--- config.mk ---
export PLATFORM = sky130hd
export DESIGN_NAME = odc_regs
export DESIGN_NICKNAME = d
export VERILOG_FILES = /design/src/logic/odc_pkg.sv /design/src/logic/odc_regs.sv
export SDC_FILE = /design/constraint.sdc
export NUM_CORES = 1
export LEC_CHECK = 0
export ABC_CLOCK_PERIOD_IN_PS = 4300
export BUFFER_PORTS_ARGS = -buffer_cell sky130_fd_sc_hd__clkbuf_2
export CORE_MARGIN = 3
export CORE_UTILIZATION = 50
export CTS_BUF_LIST = sky130_fd_sc_hd__clkbuf_16
export CTS_CLUSTER_DIAMETER = 30
export CTS_CLUSTER_SIZE = 12
export DETAILED_ROUTE_END_ITERATION = 8
export GPL_TIMING_DRIVEN = 0
export PLACE_DENSITY_LB_ADDON = 0.3
export SETUP_SLACK_MARGIN = 0.1
export SLEW_MARGIN = 25
export SYNTH_ARGS = -nofsm -noshare
export SYNTH_HDL_FRONTEND = slang
export SYNTH_SLANG_ARGS = --single-unit
--- constraint.sdc ---
create_clock -name clk -period 4.3 [get_ports clk]
set_clock_uncertainty 0.05 [all_clocks]
set_input_delay 0.86 -clock clk [delete_from_list [all_inputs] [get_ports clk]]
set_output_delay 0.86 -clock clk [all_outputs]
set_load 0.03 [all_outputs]
--- src/logic/odc_pkg.sv ---
// Package for the oscillator and divider control register block
`default_nettype none
package odc_pkg;
  // Register indices, word addressed
  localparam logic [1:0]  ADDR_OSC_CTRL   = 2'h0;
  localparam logic [1:0]  ADDR_CLK_DIV    = 2'h1;
  localparam logic [1:0]  ADDR_PLL_FB     = 2'h2;
  localparam logic [1:0]  ADDR_RC_TUNE    = 2'h3;
  // Unlock key words, written in order to the unlock address
  localparam logic [2:0]  ADDR_UNLOCK     = 3'h4;
  localparam logic [15:0] UNLOCK_KEY1     = 16'h0046;
  localparam logic [15:0] UNLOCK_KEY2     = 16'h0057;
  // Oscillator control fields
  localparam int          OC_SWREQ_BIT    = 0;
  localparam int          OC_SOSC_BIT     = 1;
  localparam int          OC_FAIL_BIT     = 3;
  localparam int          OC_NEW_LSB      = 8;
  localparam int          OC_CUR_LSB      = 12;
  // Clock divisor fields
  localparam int          CD_PRE_LSB      = 0;
  localparam int          CD_POST_LSB     = 6;
  localparam int          CD_FRC_LSB      = 8;
  localparam int          CD_RATIO_A_ENABLE_BIT    = 11;
  localparam int          CD_RATIO_A_LSB     = 12;
  localparam int          CD_ROI_BIT      = 15;
  // Reset values, and the reserved postscaler code
  localparam logic [2:0]  RATIO_A_RST        = 3'h3;
  localparam logic [2:0]  FRC_DIV_RST     = 3'h0;
  localparam logic [1:0]  POST_RST        = 2'h1;
  localparam logic [4:0]  PRE_RST         = 5'h00;
  localparam logic [8:0]  MULT_RST        = 9'h030;
  localparam logic [5:0]  TRIM_RST        = 6'h00;
  localparam logic [1:0]  POST_RESERVED   = 2'h2;
  // Cycles the switch takes to complete once the new source is ready
  localparam logic [3:0]  SWITCH_CYCLES   = 4'hA;

  typedef enum logic [2:0] {
    SRC_FRC      = 3'b000,
    SRC_FRC_PLL  = 3'b001,
    SRC_PRI      = 3'b010,
    SRC_PRI_PLL  = 3'b011,
    SRC_SEC      = 3'b100,
    SRC_LOW_POWER_RC_OSCILLATOR     = 3'b101,
    SRC_FRC_16   = 3'b110,
    SRC_FRC_N    = 3'b111
  } odc_src_t;

  typedef struct packed {
    logic [2:0]  addr;
    logic [15:0] wdata;
    logic        wr;
    logic        rd;
  } odc_bus_req_t;

  // Clock settings steering the generator
  typedef struct packed {
    logic [9:0] fb_mult;      // Multiplier M, needs ten bits to reach 513
    logic [5:0] pre_div;      // Divider N1
    logic [3:0] post_div;     // Divider N2
    logic [8:0] frc_div;      // Fast RC divide
    logic [7:0] ratio_a_div;     // Processor to peripheral ratio
    logic [5:0] fast_rc_trim;
  } odc_clk_cfg_t;
endpackage
`default_nettype wire

--- src/logic/odc_regs.sv ---
// Oscillator control, clock divisor, PLL feedback and fast RC tuning registers
//
// Chosen here: the address map and the address-and-strobe port.
`timescale 1ns/1ps
`default_nettype none
module odc_regs
  import odc_pkg::*;
(
  // Clock and resets
  input  wire logic         clk,
  input  wire logic         rstn,
  input  wire logic         sys_reset,
  // Register port
  input  wire odc_bus_req_t bus,
  output logic [15:0]       rdata,
  // Configuration and events
  input  wire logic         switch_enabled,
  input  wire logic [2:0]   reset_source,
  input  wire logic         clock_fail_event,
  input  wire logic         interrupt_event,
  input  wire logic         source_ready,
  // Clock generator controls
  output logic              secondary_osc_enable,
  output logic              switch_active,
  output logic [2:0]        current_source,
  output odc_clk_cfg_t      clk_cfg
);

  typedef enum logic [1:0] {
    SW_IDLE = 2'b00,
    SW_WAIT = 2'b01,
    SW_SETL = 2'b10
  } odc_sw_state_t;

  logic [1:0]    unlock_q;
  logic          unlocked_q;
  logic          clock_fail_flag_q;
  logic          secondary_osc_enable_q;
  logic          switch_request_q;
  logic [2:0]    new_source_select_q;
  logic [2:0]    current_source_q;
  logic          recover_on_interrupt_q;
  logic [2:0]    ratio_a_q;
  logic          ratio_a_enable_q;
  logic [2:0]    fast_rc_postscaler_q;
  logic [1:0]    pll_postscaler_q;
  logic [4:0]    pll_prescaler_q;
  logic [8:0]    pll_multiplier_q;
  logic [5:0]    fast_rc_trim_q;
  logic          src_loaded_q;
  odc_sw_state_t sw_state_q;
  logic [3:0]    settle_q;
  logic [15:0]   rdata_q;
  odc_clk_cfg_t  cfg_q;
  logic          sw_active_q;

  logic wr_osc;
  logic wr_div;
  logic wr_fb;
  logic wr_tun;
  logic key_wr;
  logic sw_done;

  assign key_wr = bus.wr && (bus.addr == ADDR_UNLOCK);
  assign wr_osc = bus.wr && (bus.addr == {1'b0, ADDR_OSC_CTRL}) && unlocked_q;
  assign wr_div = bus.wr && (bus.addr == {1'b0, ADDR_CLK_DIV});
  assign wr_fb  = bus.wr && (bus.addr == {1'b0, ADDR_PLL_FB});
  assign wr_tun = bus.wr && (bus.addr == {1'b0, ADDR_RC_TUNE});
  assign sw_done = (sw_state_q == SW_SETL) && (settle_q == 4'h0);

  // Two key writes open a window for exactly one control write; any other write closes it
  always_ff @(posedge clk or negedge rstn) begin
    if (!rstn) begin
      unlock_q   <= 2'h0;
      unlocked_q <= 1'b0;
    end else if (sys_reset) begin
      unlock_q   <= 2'h0;
      unlocked_q <= 1'b0;
    end else if (bus.wr) begin
      unlock_q   <= 2'h0;
      unlocked_q <= 1'b0;
      if (key_wr && bus.wdata == UNLOCK_KEY1) begin
        unlock_q <= 2'h1;
      end else if (key_wr && bus.wdata == UNLOCK_KEY2 && unlock_q == 2'h1) begin
        unlocked_q <= 1'b1;
      end
    end
  end

  // Clock-fail flag: set wins over a software clear; writing 1 does nothing
  always_ff @(posedge clk or negedge rstn) begin
    if (!rstn) begin
      clock_fail_flag_q <= 1'b0;
    end else if (clock_fail_event) begin
      clock_fail_flag_q <= 1'b1;
    end else if (wr_osc && !bus.wdata[OC_FAIL_BIT]) begin
      clock_fail_flag_q <= 1'b0;
    end else if (sw_state_q == SW_IDLE && switch_request_q && new_source_select_q != current_source_q) begin
      clock_fail_flag_q <= 1'b0;
    end
  end

  // Power-on reset only; system resets leave these fields alone
  always_ff @(posedge clk or negedge rstn) begin
    if (!rstn) begin
      secondary_osc_enable_q <= 1'b0;
      new_source_select_q    <= SRC_FRC;
    end else if (wr_osc) begin
      secondary_osc_enable_q <= bus.wdata[OC_SOSC_BIT];
      new_source_select_q    <= bus.wdata[OC_NEW_LSB +: 3];
    end
  end

  // Current source is taken from the reset source at the first edge after release
  always_ff @(posedge clk or negedge rstn) begin
    if (!rstn) begin
      current_source_q <= SRC_FRC;
      src_loaded_q     <= 1'b0;
    end else if (!src_loaded_q) begin
      current_source_q <= reset_source;
      src_loaded_q     <= 1'b1;
    end else if (sw_done) begin
      current_source_q <= new_source_select_q;
    end
  end

  // Switch request and its sequence
  always_ff @(posedge clk or negedge rstn) begin
    if (!rstn) begin
      switch_request_q <= 1'b0;
      sw_state_q       <= SW_IDLE;
      settle_q         <= 4'h0;
    end else if (!switch_enabled) begin
      switch_request_q <= 1'b0;
      sw_state_q       <= SW_IDLE;
      settle_q         <= 4'h0;
    end else begin
      unique case (sw_state_q)
        SW_IDLE: begin
          if (wr_osc && bus.wdata[OC_SWREQ_BIT]) begin
            switch_request_q <= 1'b1;
          end else if (switch_request_q) begin
            if (new_source_select_q == current_source_q) begin
              switch_request_q <= 1'b0;
            end else begin
              sw_state_q <= SW_WAIT;
            end
          end
        end
        SW_WAIT: begin
          if (source_ready) begin
            sw_state_q <= SW_SETL;
            settle_q   <= SWITCH_CYCLES - 4'h1;
          end
        end
        SW_SETL: begin
          if (settle_q == 4'h0) begin
            switch_request_q <= 1'b0;
            sw_state_q       <= SW_IDLE;
          end else begin
            settle_q <= settle_q - 4'h1;
          end
        end
        default: begin
          sw_state_q <= SW_IDLE;
        end
      endcase
    end
  end

  // Clock divisor; interrupt recovery overrides a same-cycle write of ratio_a enable
  always_ff @(posedge clk or negedge rstn) begin
    if (!rstn) begin
      recover_on_interrupt_q <= 1'b0;
      ratio_a_q              <= RATIO_A_RST;
      ratio_a_enable_q          <= 1'b0;
      fast_rc_postscaler_q   <= FRC_DIV_RST;
      pll_postscaler_q       <= POST_RST;
      pll_prescaler_q        <= PRE_RST;
    end else begin
      if (wr_div) begin
        recover_on_interrupt_q <= bus.wdata[CD_ROI_BIT];
        ratio_a_q              <= bus.wdata[CD_RATIO_A_LSB +: 3];
        fast_rc_postscaler_q   <= bus.wdata[CD_FRC_LSB +: 3];
        pll_postscaler_q       <= bus.wdata[CD_POST_LSB +: 2];
        pll_prescaler_q        <= bus.wdata[CD_PRE_LSB +: 5];
      end
      if (interrupt_event && recover_on_interrupt_q) begin
        ratio_a_enable_q <= 1'b0;
      end else if (wr_div) begin
        ratio_a_enable_q <= bus.wdata[CD_RATIO_A_ENABLE_BIT];
      end
    end
  end

  always_ff @(posedge clk or negedge rstn) begin
    if (!rstn) begin
      pll_multiplier_q <= MULT_RST;
      fast_rc_trim_q   <= TRIM_RST;
    end else begin
      if (wr_fb) begin
        pll_multiplier_q <= bus.wdata[8:0];
      end
      if (wr_tun) begin
        fast_rc_trim_q <= bus.wdata[5:0];
      end
    end
  end

  // Effective divide settings, registered so the generator sees clean values
  always_ff @(posedge clk or negedge rstn) begin
    if (!rstn) begin
      cfg_q <= '0;
    end else begin
      cfg_q.fb_mult  <= {1'b0, pll_multiplier_q} + 10'h002;
      cfg_q.pre_div  <= {1'b0, pll_prescaler_q} + 6'h02;
      unique case (pll_postscaler_q)
        2'h0:          cfg_q.post_div <= 4'h2;
        2'h1:          cfg_q.post_div <= 4'h4;
        POST_RESERVED: cfg_q.post_div <= 4'h4;
        2'h3:          cfg_q.post_div <= 4'h8;
      endcase
      if (fast_rc_postscaler_q == 3'h7) begin
        cfg_q.frc_div <= 9'h100;
      end else begin
        cfg_q.frc_div <= 9'h001 << fast_rc_postscaler_q;
      end
      cfg_q.ratio_a_div     <= ratio_a_enable_q ? (8'h01 << ratio_a_q) : 8'h01;
      cfg_q.fast_rc_trim <= fast_rc_trim_q;
    end
  end

  // Read data one cycle after the strobe; unimplemented bits read zero
  always_ff @(posedge clk or negedge rstn) begin
    if (!rstn) begin
      rdata_q <= 16'h0000;
    end else if (bus.rd) begin
      unique case (bus.addr)
        {1'b0, ADDR_OSC_CTRL}: rdata_q <= {1'b0, current_source_q, 1'b0, new_source_select_q, 4'h0,
                                           clock_fail_flag_q, 1'b0, secondary_osc_enable_q,
                                           (switch_request_q & switch_enabled)};
        {1'b0, ADDR_CLK_DIV}:  rdata_q <= {recover_on_interrupt_q, ratio_a_q, ratio_a_enable_q,
                                           fast_rc_postscaler_q, pll_postscaler_q, 1'b0, pll_prescaler_q};
        {1'b0, ADDR_PLL_FB}:   rdata_q <= {7'h00, pll_multiplier_q};
        {1'b0, ADDR_RC_TUNE}:  rdata_q <= {10'h000, fast_rc_trim_q};
        default:               rdata_q <= 16'h0000;
      endcase
    end else begin
      rdata_q <= 16'h0000;
    end
  end

  always_ff @(posedge clk or negedge rstn) begin
    if (!rstn) begin
      sw_active_q <= 1'b0;
    end else begin
      sw_active_q <= (sw_state_q != SW_IDLE) && !sw_done;
    end
  end

  assign rdata                = rdata_q;
  assign secondary_osc_enable = secondary_osc_enable_q;
  assign switch_active        = sw_active_q;
  assign current_source       = current_source_q;
  assign clk_cfg              = cfg_q;

endmodule // odc_regs
`default_nettype wire

==> impl_results.md, run 1 <==
- Crit Path Class: primary input to register
- HP Class: primary input to async pin
- Maximum VDD drop: 0.269 mV
- Power per cell area: 493 nW/µm²
- Netlist cell types: 50
- Average cell area after synthesis: 12.8 µm²
- Post-synth top cells: 101 x dfrtp_1, 33 x nor2_1, 28 x mux2_2, 21 x nand2_1, 15 x mux2i_1
- Final Max Slew Viols: 0
- Final setup margin: 2.33 ns
- Clock sink count: 106
- Hold Violations, Final: 0
- Number of global-route vias before repair: ~2,800
- Worst Setup SP: bus[19]
- # setup viols final: 0
- Routed wire length: 8.78 mm
- Hold Buf Count CTS: 0
- Via density: around 5.2
- Clk pin slew, worst setup/hold paths: approximately 0.070 ns
- CTS tree: yes
- Leak: 2.59 nW
- TNS Setup: 0 ns
- Avg WL per Cell: 16.0 µm
- DRC viols: 0
- F_max: 508 MHz
- Startpoint Class: primary input
- FF-to-FF Start: settle_q[0]$_DFFE_PN0P_
- CP endpoint kind: register
- Pre-Repair DR Iteration Count: 4
- Global-route wire length before repair: about 15 mm
- H-tree Lvls: 3
- Syn Inst Count: 333
- Ranking of synthesized cells by area: dfrtp_1 59%, mux2_2 7.4%, mux2i_1 3.5%, dfstp_2 3.1%, nor2_1 2.9%
- Worst path required time: 4.47 ns
- Largest area contributor in the netlist: dfrtp_1
- Sequential area share after synthesis: 0.624
- All-Layer GR Usage: 0.192
- Worst stage delay on the critical path: 0.37 ns
- Final Power: 2.56 mW
- RSZ-0062 raised after global routing: no
- Sw Ratio: 0.305
- Yosys top cell area share: 0.593
- Crit-path cells: clkbuf_2 -> buf_6 -> nand2b_1 -> nor2_1 -> buf_2 -> mux2_2
- Antenna Cells: 0
- Post-CTS setup buffers: 0
- Status: completed
- R2R Setup Slk: around 2.6 ns
- RR Endpoint: current_source[1]$_DFFE_PN0P_
- Initial antenna violation count: 0
- Detailed-route via count: approximately 2,800
- Post-place instance area: around 4900 µm²
- Area Overhead vs Synth: 21.6%
- Top_reg_cell synth: dfrtp_1
- I/O Pins: 95
- Clock Latency Late Sink: 0.33 ns
- Crit. path cell count: 6
- Drt first-iter violations: between 100 and 150
- Bufs on Longest Clock Path: 2
- HPWL Detailed: 6.16 mm
- Crit path to: pll_multiplier_q[7]$_DFFE_PN0P_
- Root buffer selected by CTS: clkbuf_16
- Rows: 33
- Die width: 98.3 µm
- Final Wtd Congestion: 0.767
- CTS buffer count: 9
- Core area: 8260 µm²
- Total Die Area: about 9700 µm²
- Post-CTS sizing: 0
- Starting Density: 0.516
- Min Tclk post-route: 1.97 ns
- Post-route cell area: 5180 µm²
- Die height: 98.3 µm
- Slowest cell on crit path: mux2_2
- DRT antenna net count: 0
- Syn. warnings: 0
- Asr flop ratio synth: 1.00
- #FFs+latches synth: 106
- Post-synth EDFFs: 0
- Most frequent cell after synthesis: dfrtp_1
- Comb pwr share: 0.202
- Post-Syn Area: 4260 µm²
- Seq pwr share: 0.485
- Clock power frac: 0.313
- R2R depth: 6
- Pre-CTS setup slack: 2.00 ns
- Crit Path Max Fanout: 10
- Critical Path AT: 2.14 ns
- Worst path bufs/invs: 3
- IO Port Bufs: 91
- Final nets: 474
- NetSw: 0.780 mW
- Critical path's top delay family: buffers and inverters
- Largest net degree at the start of global routing: 84
- Max Cap Violations: 0
- GRT Residual Overflow: 0
- Crit share post-route: 0.457
- Ratio of cells with drive above 1 in the final layout: 0.355
- Internal Pwr Total: ~1.8 mW
## layer usage
layer / up-vias / share of wire / GRT usage / routed length (µm)
li1: 1352 / - / - / -
met1: 1406 / 0.44 / 0.267 / 3850
met2: 74 / 0.50 / 0.305 / 4340
met3: 12 / 0.051 / 0.0379 / 446
met4: 0 / 0.015 / 0.0641 / 132
met5: - / 0 / 0 / 0
## stage by stage
step,hold WS [ns],std cells,utilization
floorplan,0.314,334,-
global placement,0.327,530,0.588
detailed placement,0.343,531,0.592
CTS,0.340,547,0.628
global route,0.343,547,0.628
finish,0.339,547,0.628
## flip-flops by register name (all words and copies together) (netlist names), 2 cells and up
name,cells
ratio_a_q,3
settle_q,4
new_source_select_q,3
current_source,3
fast_rc_trim_q,6
sw_state_q,2
pll_multiplier_q,9
pll_prescaler_q,5
fast_rc_postscaler_q,3
rdata,16
pll_postscaler_q,2
clk_cfg,41
## cell families after synthesis
family,share of synthesized area
buffers and inverters,0.0270
and+or+nand+nor,0.134
AOI/OAI and AO/OA,0.0528
other,0.00176
DFF,0.624
xor gates and xnor gates,0.0226
muxes,0.120
adders and majority gates,0.0176
## cells in the final DEF, fill, tap and decap left out, types with 2 or more instances in the layout
master,n
o21ai_0,6
xnor2_1,5
ha_1,6
nor3_1,3
o21ai_1,3
nor4_1,4
mux2_4,3
clkbuf_2,90
nand2b_1,9
clkbuf_1,5
and3b_1,2
dfstp_2,5
clkinvlp_4,3
o31ai_1,2
buf_6,3
nor2_1,33
conb_1,3
dfrtp_1,101
nand3_1,6
nor3b_1,4
and3_1,7
a22oi_1,4
mux2i_1,15
xor2_1,6
mux2_2,28
buf_4,3
a21oi_1,11
clkbuf_16,9
nand2_1,21
nor2b_1,4
inv_1,8
a211oi_1,2
buf_2,2
## cell type report
class | count | area [µm²]
Sequential cell | 106 | 2660
Timing Repair Buffer | 92 | 492
Buffer | 13 | 85.1
Multi-Input combinational cell | 207 | 1490
Fill cell | 661 | 3070
Tap cell | 105 | 131
Clock buffer | 9 | 225
Inverter | 8 | 30.0
Clock inverter | 7 | 70.1
## worst register-to-register path, cell delays in order (launching register included)
cell     delay, ns
dfrtp_1       0.39
inv_1         0.10
ha_1          0.15
nor3b_2       0.36
nand2_1       0.23
mux2i_1       0.21
a21oi_1       0.08
## worst min-delay path by stage
stage                                  startpoint                     to  slack, ns  cells after the start
detailed placement  fast_rc_trim_q[5]$_DFFE_PN0P_   clk_cfg[5]$_DFF_PN0_       0.34                      0
global placement    fast_rc_trim_q[2]$_DFFE_PN0P_   clk_cfg[2]$_DFF_PN0_       0.33                      0
CTS                                          rstn  clk_cfg[20]$_DFF_PN0_       0.34                      1
floorplan           fast_rc_trim_q[2]$_DFFE_PN0P_   clk_cfg[2]$_DFF_PN0_       0.31                      0
finish                                       rstn  clk_cfg[20]$_DFF_PN0_       0.34                      1
global route                                 rstn  clk_cfg[17]$_DFF_PN0_       0.34                      1
## power by group through the flow
stage               clock, mW  sequential (mW)  combinational [mW]
finish                  0.799             1.24               0.517
global route            0.853             1.26               0.558
CTS                     0.812             1.24               0.524
detailed placement          0             1.26               0.520
global placement            0             1.26               0.505
floorplan                   0             1.41               0.176
No activity file was read; power rests on OpenSTA's default activity.
==> run 2: changes to the inputs <==
--- a/config.mk
+++ b/config.mk
@@ -5,7 +5,7 @@
 export SDC_FILE = /design/constraint.sdc
 export NUM_CORES = 1
 export LEC_CHECK = 0
-export ABC_CLOCK_PERIOD_IN_PS = 4300
+export ABC_CLOCK_PERIOD_IN_PS = 2000
 export BUFFER_PORTS_ARGS = -buffer_cell sky130_fd_sc_hd__clkbuf_2
 export CORE_MARGIN = 3
 export CORE_UTILIZATION = 50
==> constraint.sdc (replaced) <==
create_clock -name clk -period 2 [get_ports clk]
set_clock_uncertainty 0.05 [all_clocks]
set_input_delay 0.4 -clock clk [delete_from_list [all_inputs] [get_ports clk]]
set_output_delay 0.4 -clock clk [all_outputs]
set_load 0.03 [all_outputs]
==> run 2 against run 1 <==
Register-to-register slack worse by 2.3 ns. Cell area is 0.19% higher. Worst setup slack got worse by 2.0 ns. Sequential power grew 120%. Combinational power rose by 110%. Clock power is 120% higher. Via count is 0.21% lower. Final cell count increased by 0.18%. Largest power group unchanged. Highest routed layer unchanged.
==> impl_results.md, run 2 (synthesized netlist as in run 1, its figures left out) <==
- Status: completed (unchanged)
- R2R Setup Slk: 0.32 ns (was 2.62 ns)
- HPWL Detailed: 6.16 mm (unchanged)
- Leak: 2.60 nW (was 2.59 nW)
- Starting Density: 0.516 (unchanged)
- CTS buffer count: 9 (unchanged)
- Area Overhead vs Synth: 21.9% (was 21.6%)
- Power per cell area: 1060 nW/µm² (was 493 nW/µm²)
- Die height: 98.3 µm (unchanged)
- Bufs on Longest Clock Path: 2 (unchanged)
- Min Tclk post-route: 1.68 ns
- FF+latch area: 2660 µm² (unchanged)
- Drt first-iter violations: 90 (was 101)
- Routed wire length: 8.87 mm (was 8.78 mm)
- HP Class: primary input to register (was primary input to async pin)
- CP endpoint kind: register (unchanged)
- Hold path cells: 2
- Fillers: 660 (was 661)
- Worst path required time: 2.17 ns (was 4.47 ns)
- Worst hold slack: 0.189 ns (was 0.339 ns)
- Pre-Repair DR Iteration Count: 4 (unchanged)
- # setup viols final: 0 (unchanged)
- F_max: 595 MHz
- DRT antenna net count: 0 (unchanged)
- Ratio of cells with drive above 1 in the final layout: 0.354 (was 0.355)
- All-Layer GR Usage: 0.192 (about the same)
- Detailed-route via count: 2,838 (was 2,844)
- Startpoint Class: register (was primary input)
- Via density: 5.18 (was 5.20)
- Seq pwr share: 0.485 (about the same)
- Crit Path Max Fanout: 6 (was 10)
- Total Die Area: 9670 µm² (unchanged)
- Crit-path cells: inv_1 -> ha_1 -> nor3b_2 -> nand2_1 -> mux2i_1 -> a21oi_1 (was clkbuf_2 -> buf_6 -> nand2b_1 -> nor2_1 -> buf_2 -> mux2_2)
- Rows: 33 (unchanged)
- CTS tree: yes (unchanged)
- Crit share post-route: 0.841
- Most common cell after layout, fill and taps aside: dfrtp_1 (unchanged)
- Sw Ratio: 0.306 (was 0.305)
- Number of global-route vias before repair: 2,842 (was 2,834)
- TNS Setup: 0 ns (unchanged)
- Comb pwr share: 0.202 (about the same)
- H-tree Lvls: 3 (unchanged)
- Slowest cell on crit path: dfrtp_1 (was mux2_2)
- DRC viols: 0 (unchanged)
- Global-route wire length before repair: 14.7 mm (was 14.6 mm)
- Clk pin slew, worst setup/hold paths: 0.07 ns (about the same)
- Crit Path Class: register to register (was primary input to register)
- GRT Residual Overflow: 0 (unchanged)
- Antenna Cells: 0 (unchanged)
- Post-CTS setup buffers: 0 (unchanged)
- Clock Latency Late Sink: 0.34 ns (was 0.33 ns)
- Hold Violations, Final: 0 (unchanged)
- Die width: 98.3 µm (unchanged)
- Maximum VDD drop: 0.577 mV (was 0.269 mV)
- Initial antenna violation count: 0 (unchanged)
- Final Max Slew Viols: 0 (unchanged)
- R2R depth: 6 (unchanged)
- IO Port Bufs: 91 (unchanged)
- I/O Pins: 95 (unchanged)
- Avg WL per Cell: 16.2 µm (was 16.0 µm)
- RSZ-0062 raised after global routing: no (unchanged)
- Clock power frac: 0.313 (about the same)
- Largest net degree at the start of global routing: 84 (unchanged)
- Final nets: 475 (was 474)
- Internal Pwr Total: 3.82 mW (was 1.78 mW)
- Commonest non-fill, non-tap cells in the layout: 101 x dfrtp_1, 90 x clkbuf_2, 33 x nor2_1 (unchanged)
- Post-CTS sizing: 0 (unchanged)
- Core area: 8260 µm² (unchanged)
- Worst stage delay on the critical path: 0.39 ns (was 0.37 ns)
- Critical Path AT: 1.85 ns (was 2.14 ns)
- Final Wtd Congestion: 0.767 (unchanged)
- NetSw: 1.68 mW (was 0.780 mW)
- Max Cap Violations: 0 (unchanged)
- Largest register FFs: 41 (unchanged)
- Area of the multi-input gates: 1490 µm² (unchanged)
- Clock sink count: 106 (unchanged)
- Root buffer selected by CTS: clkbuf_16 (unchanged)
## run 2: cell count changes in the layout (fill, tap and decap cells not counted)
cell / before / now
dlygate4sd3_1: 0 / 1
## run 2: critical path, delay by kind of cell, from the launching register on
family,cells,cell delay [ns]
compound gates,1,0.08
fa+ha+maj,1,0.15
buf+inv,1,0.10
flops,1,0.39
mux,1,0.21
simple gates,2,0.59
## run 2: area by class of cell
cell class	count	area share
Buffer	13	0.0164
Clock inverter	7	0.0135
Clock buffer	9	0.0434
Multi-Input combinational cell	207	0.287
Tap cell	105	0.0253
Timing Repair Buffer	93	0.0966
Sequential cell	106	0.512
Inverter	8	0.00578
## run 2: per-layer routing
layer  GRT usage  wire [µm]  up-vias
met5           0          0        -
met4      0.0641        149        0
met3      0.0379        452       14
met2       0.306       4370       72
met1       0.267       3900     1398
li1            -          -     1354
## run 2: power by group through the flow
stage | combinational [mW] | clock, mW | sequential (mW)
floorplan | 0.378 | 0 | 3.04
global placement | 1.09 | 0 | 2.70
detailed placement | 1.12 | 0 | 2.71
CTS | 1.13 | 1.75 | 2.67
global route | 1.20 | 1.83 | 2.71
finish | 1.11 | 1.72 | 2.67
## run 2: worst paths after layout
kind	startpoint	endpoint
max in group asynchronous	rstn	pll_multiplier_q[4]$_DFFE_PN1P_
setup / recovery	settle_q[0]$_DFFE_PN0P_	current_source[1]$_DFFE_PN0P_
hold / removal	interrupt_event	ratio_a_enable_q$_DFFE_PN0P_
hold reg to reg	fast_rc_trim_q[1]$_DFFE_PN0P_	clk_cfg[1]$_DFF_PN0_
min in group asynchronous	rstn	clk_cfg[20]$_DFF_PN0_
setup reg to reg	settle_q[0]$_DFFE_PN0P_	current_source[1]$_DFFE_PN0P_
## run 2: repair_timing
action                     4_1_cts  5_1_grt
setup endpoints to repair        0        0
hold buffers                     1        0
hold endpoints to repair        23        0
## run 2: metrics by stage
step	std cells	power [mW]	cell area (µm²)	util	setup slack (ns)
detailed placement	531	3.83	4890	0.592	0.156
global route	548	5.75	5190	0.629	0.180
finish	548	5.51	5190	0.629	0.318
global placement	530	3.79	4850	0.588	-0.838
CTS	548	5.55	5190	0.629	0.306
floorplan	334	3.42	4270	-	0.444
==> run 3: changes to the inputs <==
--- a/config.mk
+++ b/config.mk
@@ -5,7 +5,8 @@
 export SDC_FILE = /design/constraint.sdc
 export NUM_CORES = 1
 export LEC_CHECK = 0
-export ABC_CLOCK_PERIOD_IN_PS = 2000
+export ABC_AREA = 1
+export ABC_CLOCK_PERIOD_IN_PS = 1680
 export BUFFER_PORTS_ARGS = -buffer_cell sky130_fd_sc_hd__clkbuf_2
 export CORE_MARGIN = 3
 export CORE_UTILIZATION = 50
==> constraint.sdc (replaced) <==
create_clock -name clk -period 1.68 [get_ports clk]
set_clock_uncertainty 0.05 [all_clocks]
set_input_delay 0.336 -clock clk [delete_from_list [all_inputs] [get_ports clk]]
set_output_delay 0.336 -clock clk [all_outputs]
set_load 0.03 [all_outputs]
==> run 3 against run 2 <==
Area after synthesis is 2.6% higher. Cell area is 2.5% higher. Non-clock buffer count is 3 lower. Sequential power is 17% higher. Power is 17% higher. Via count is 17% higher. Hold slack worse by 0.089 ns. Clock power is 25% higher. Global-route usage is 0.53 points higher. Flip-flop and latch count stayed put. Combinational power is 6% higher. Die area is 2.5% higher.
==> impl_results.md, run 3 <==
- Leak: 2.79 nW (was 2.60 nW)
- Finished Layout Cells: 658 (was 548)
- Die width: 99.5 µm (was 98.3 µm)
- Top_reg_cell synth: dfrtp_1 (unchanged)
- Final nets: 585 (was 475)
- Netlist cell types: 38 (was 50)
- Ranking of synthesized cells by area: dfrtp_1 58%, nand2_1 8.2%, inv_1 4.3%, nor2_1 3.3%, o21ai_2 3.2% (was dfrtp_1 59%, mux2_2 7.4%, mux2i_1 3.5%, dfstp_2 3.1%, nor2_1 2.9%)
- GRT Residual Overflow: 0 (unchanged)
- Rows: 33 (unchanged)
- IO Port Bufs: 91 (unchanged)
- Final Max Slew Viols: 0 (unchanged)
- Critical Path AT: 1.04 ns (was 1.85 ns)
- Clock sink count: 106 (unchanged)
- Routed wire length: 9.32 mm (was 8.87 mm)
- Largest register FFs: 41 (unchanged)
- Die height: 99.5 µm (was 98.3 µm)
- Pre-Repair DR Iteration Count: 5 (was 4)
- Worst stage delay on the critical path: 0.45 ns (was 0.39 ns)
- CTS tree: yes (unchanged)
- CTS buffer count: 9 (unchanged)
- Clk pin slew, worst setup/hold paths: 0.07 ns (about the same)
- Worst path bufs/invs: 1 (unchanged)
- Starting Density: 0.524 (was 0.516)
- Most frequent cell after synthesis: dfrtp_1 (unchanged)
- Area of the multi-input gates: 1420 µm² (was 1490 µm²)
- Initial antenna violation count: 0 (unchanged)
- Syn Inst Count: 443 (was 333)
- Met3 Usage GRT: 0.0351 (was 0.0379)
- Final Power: 6.45 mW (was 5.51 mW)
- Maximum VDD drop: 0.653 mV (was 0.577 mV)
- Status: completed (unchanged)
- Total Die Area: 9910 µm² (was 9670 µm²)
- Slowest cell on crit path: dfrtp_1 (unchanged)
- Area Overhead vs Synth: 21.7% (was 21.9%)
- Avg WL per Cell: 14.2 µm (was 16.2 µm)
- F_max: 702 MHz
- Crit Path Max Fanout: 5 (was 6)
- Crit-path cells: clkbuf_2 (was inv_1 -> ha_1 -> nor3b_2 -> nand2_1 -> mux2i_1 -> a21oi_1)
- Post-synth EDFFs: 0 (unchanged)
- Crit Path Class: register to output port (was register to register)
- Min Tclk post-route: 1.42 ns
- H-tree Lvls: 3 (unchanged)
- Final Wtd Congestion: 0.826 (was 0.767)
- Root buffer selected by CTS: clkbuf_16 (unchanged)
- CP endpoint kind: output port (was register)
- Commonest non-fill, non-tap cells in the layout: 101 x dfrtp_1, 94 x nand2_1, 90 x clkbuf_2 (was 101 x dfrtp_1, 90 x clkbuf_2, 33 x nor2_1)
- All-Layer GR Usage: 0.198 (was 0.192)
- #FFs+latches synth: 106 (unchanged)
- Power per cell area: 1210 nW/µm² (was 1060 nW/µm²)
- RSZ-0062 raised after global routing: no (unchanged)
- # setup viols final: 0 (unchanged)
- Slew of the pin with the lowest slew margin: between 0.5 and 0.6 ns
- Detailed-route via count: 3,310 (was 2,838)
- Asr flop ratio synth: 1.00 (unchanged)
- Ratio of cells with drive above 1 in the final layout: 0.298 (was 0.354)
- Post-synth top cells: 101 x dfrtp_1, 95 x nand2_1, 50 x inv_1, 38 x nor2_1 (was 101 x dfrtp_1, 33 x nor2_1, 28 x mux2_2, 21 x nand2_1, 15 x mux2i_1)
- Number of global-route vias before repair: 3,183 (was 2,842)
- Global-route wire length before repair: 15.4 mm (was 14.7 mm)
- Clock Latency Late Sink: 0.34 ns (about the same)
- FF+latch area: 2660 µm² (unchanged)
- Final setup margin: 0.256 ns (was 0.318 ns)
- Top Usage Layer GRT: met2 (unchanged)
- DRC viols: 0 (unchanged)
- Post-CTS setup buffers: 0 (unchanged)
- Crit share post-route: 0.848
- Antenna Cells: 0 (unchanged)
- Met1 Track Usage GR: 0.271 (was 0.267)
- Fillers: 689 (was 660)
- Yosys top cell area share: 0.578 (was 0.593)
- Sequential area share after synthesis: 0.608 (was 0.624)
- Hold Violations, Final: 0 (unchanged)
- Syn. warnings: 0 (unchanged)
- Via density: 5.03 (was 5.18)
- Largest net degree at the start of global routing: 88 (was 84)
- Critical path's top delay family: flip-flops (was simple AND/OR/NAND/NOR gates)
- Met2 Track Usage GR: 0.318 (was 0.306)
- Placed Cells: 641 (was 531)
- Post-Syn Area: 4370 µm² (was 4260 µm²)
- Average cell area after synthesis: 9.87 µm² (was 12.8 µm²)
- Bufs on Longest Clock Path: 2 (unchanged)
- Max-Slew Margin vs Limit: 0.638
- I/O Pins: 95 (unchanged)
- Startpoint Class: register (unchanged)
- Worst path required time: 1.29 ns (was 2.17 ns)
- Most common cell after layout, fill and taps aside: dfrtp_1 (unchanged)
- Worst hold slack: 0.0999 ns (was 0.189 ns)
- Largest area contributor in the netlist: dfrtp_1 (unchanged)
- Pre-CTS setup slack: 0.211 ns (was 0.156 ns)
- DRT antenna net count: 0 (unchanged)
- HPWL Detailed: 6.86 mm (was 6.16 mm)
- Core area: 8340 µm² (was 8260 µm²)
- Drt first-iter violations: 225 (was 90)
- HP Class: primary input to register (unchanged)
- Max Cap Violations: 0 (unchanged)
## run 3: cell types whose count changed after synthesis, sizes merged, moves of 6 or more
cell,before,now
o21ai,10,43
nand3,6,16
mux2i,15,1
nor3,3,14
inv,8,59
nand2,21,105
mux2,31,0
nand2b,9,0
and3,7,1
## run 3: metrics by stage
stage | utilization | instance area, µm² | setup TNS (ns)
2_1_floorplan | - | 4380 | 0
3_3_place_gp | 0.595 | 4960 | -113.94
3_5_place_dp | 0.600 | 5000 | 0
4_1_cts | 0.638 | 5320 | 0
5_1_grt | 0.638 | 5320 | 0
6_report | 0.638 | 5320 | 0
## run 3: area by class of cell
cell class / count / area share
clock buffer: 9 / 0.0423
sequential: 106 / 0.500
inverter: 59 / 0.0416
buffer: 10 / 0.0148
clock inverter: 7 / 0.0157
multi-input combinational: 269 / 0.267
tap: 105 / 0.0247
timing repair buffer: 93 / 0.0943
## run 3: timing repair
item | in CTS | in global routing
resized for setup | 0 | 2
hold endpoints to repair | 19 | 0
hold buffers | 1 | 0
endpoints found under the setup margin | 0 | 1
## run 3: logic make-up (layout without fill, tap and decap cells)
logic type,Yosys count,after routing,share of synthesized area
simple gates,181,181,0.186
mux,1,1,0.00229
other cells,2,3,0.00172
fa+ha+maj,6,6,0.0172
flops,106,106,0.608
compound gates,67,67,0.0944
buf+inv,69,178,0.0686
xor+xnor,11,11,0.0220
## run 3: path summary, 6_finish.rpt
check,end,slack (ns),cells after the start,from
max in group asynchronous,pll_multiplier_q[5]$_DFFE_PN1P_,0.54,3,rstn
worst max-delay path,current_source[2],0.26,1,current_source[2]$_DFFE_PN0P_
worst min-delay path,unlocked_q$_DFFE_PN0P_,0.1,2,sys_reset
worst min register to register,clk_cfg[27]$_DFF_PN0_,0.36,0,pll_prescaler_q[0]$_DFFE_PN0P_
worst max register to register,clk_cfg[42]$_DFF_PN0_,0.27,4,pll_multiplier_q[1]$_DFFE_PN0P_
min in group asynchronous,clk_cfg[29]$_DFF_PN0_,0.36,2,rstn
## run 3: layer usage
layer / vias to the layer above / wire length, µm
li1: 1608 / -
met1: 1579 / 4100
met2: 113 / 4480
met3: 10 / 617
met4: 0 / 132
met5: - / 0
## run 3: where the power goes
part           internal, mW  leakage [nW]  total, mW  switching [mW]
combinational         0.351          1.28       1.18           0.826
clock                  1.18         0.149       2.15           0.972
sequential             2.89          1.36       3.12           0.230
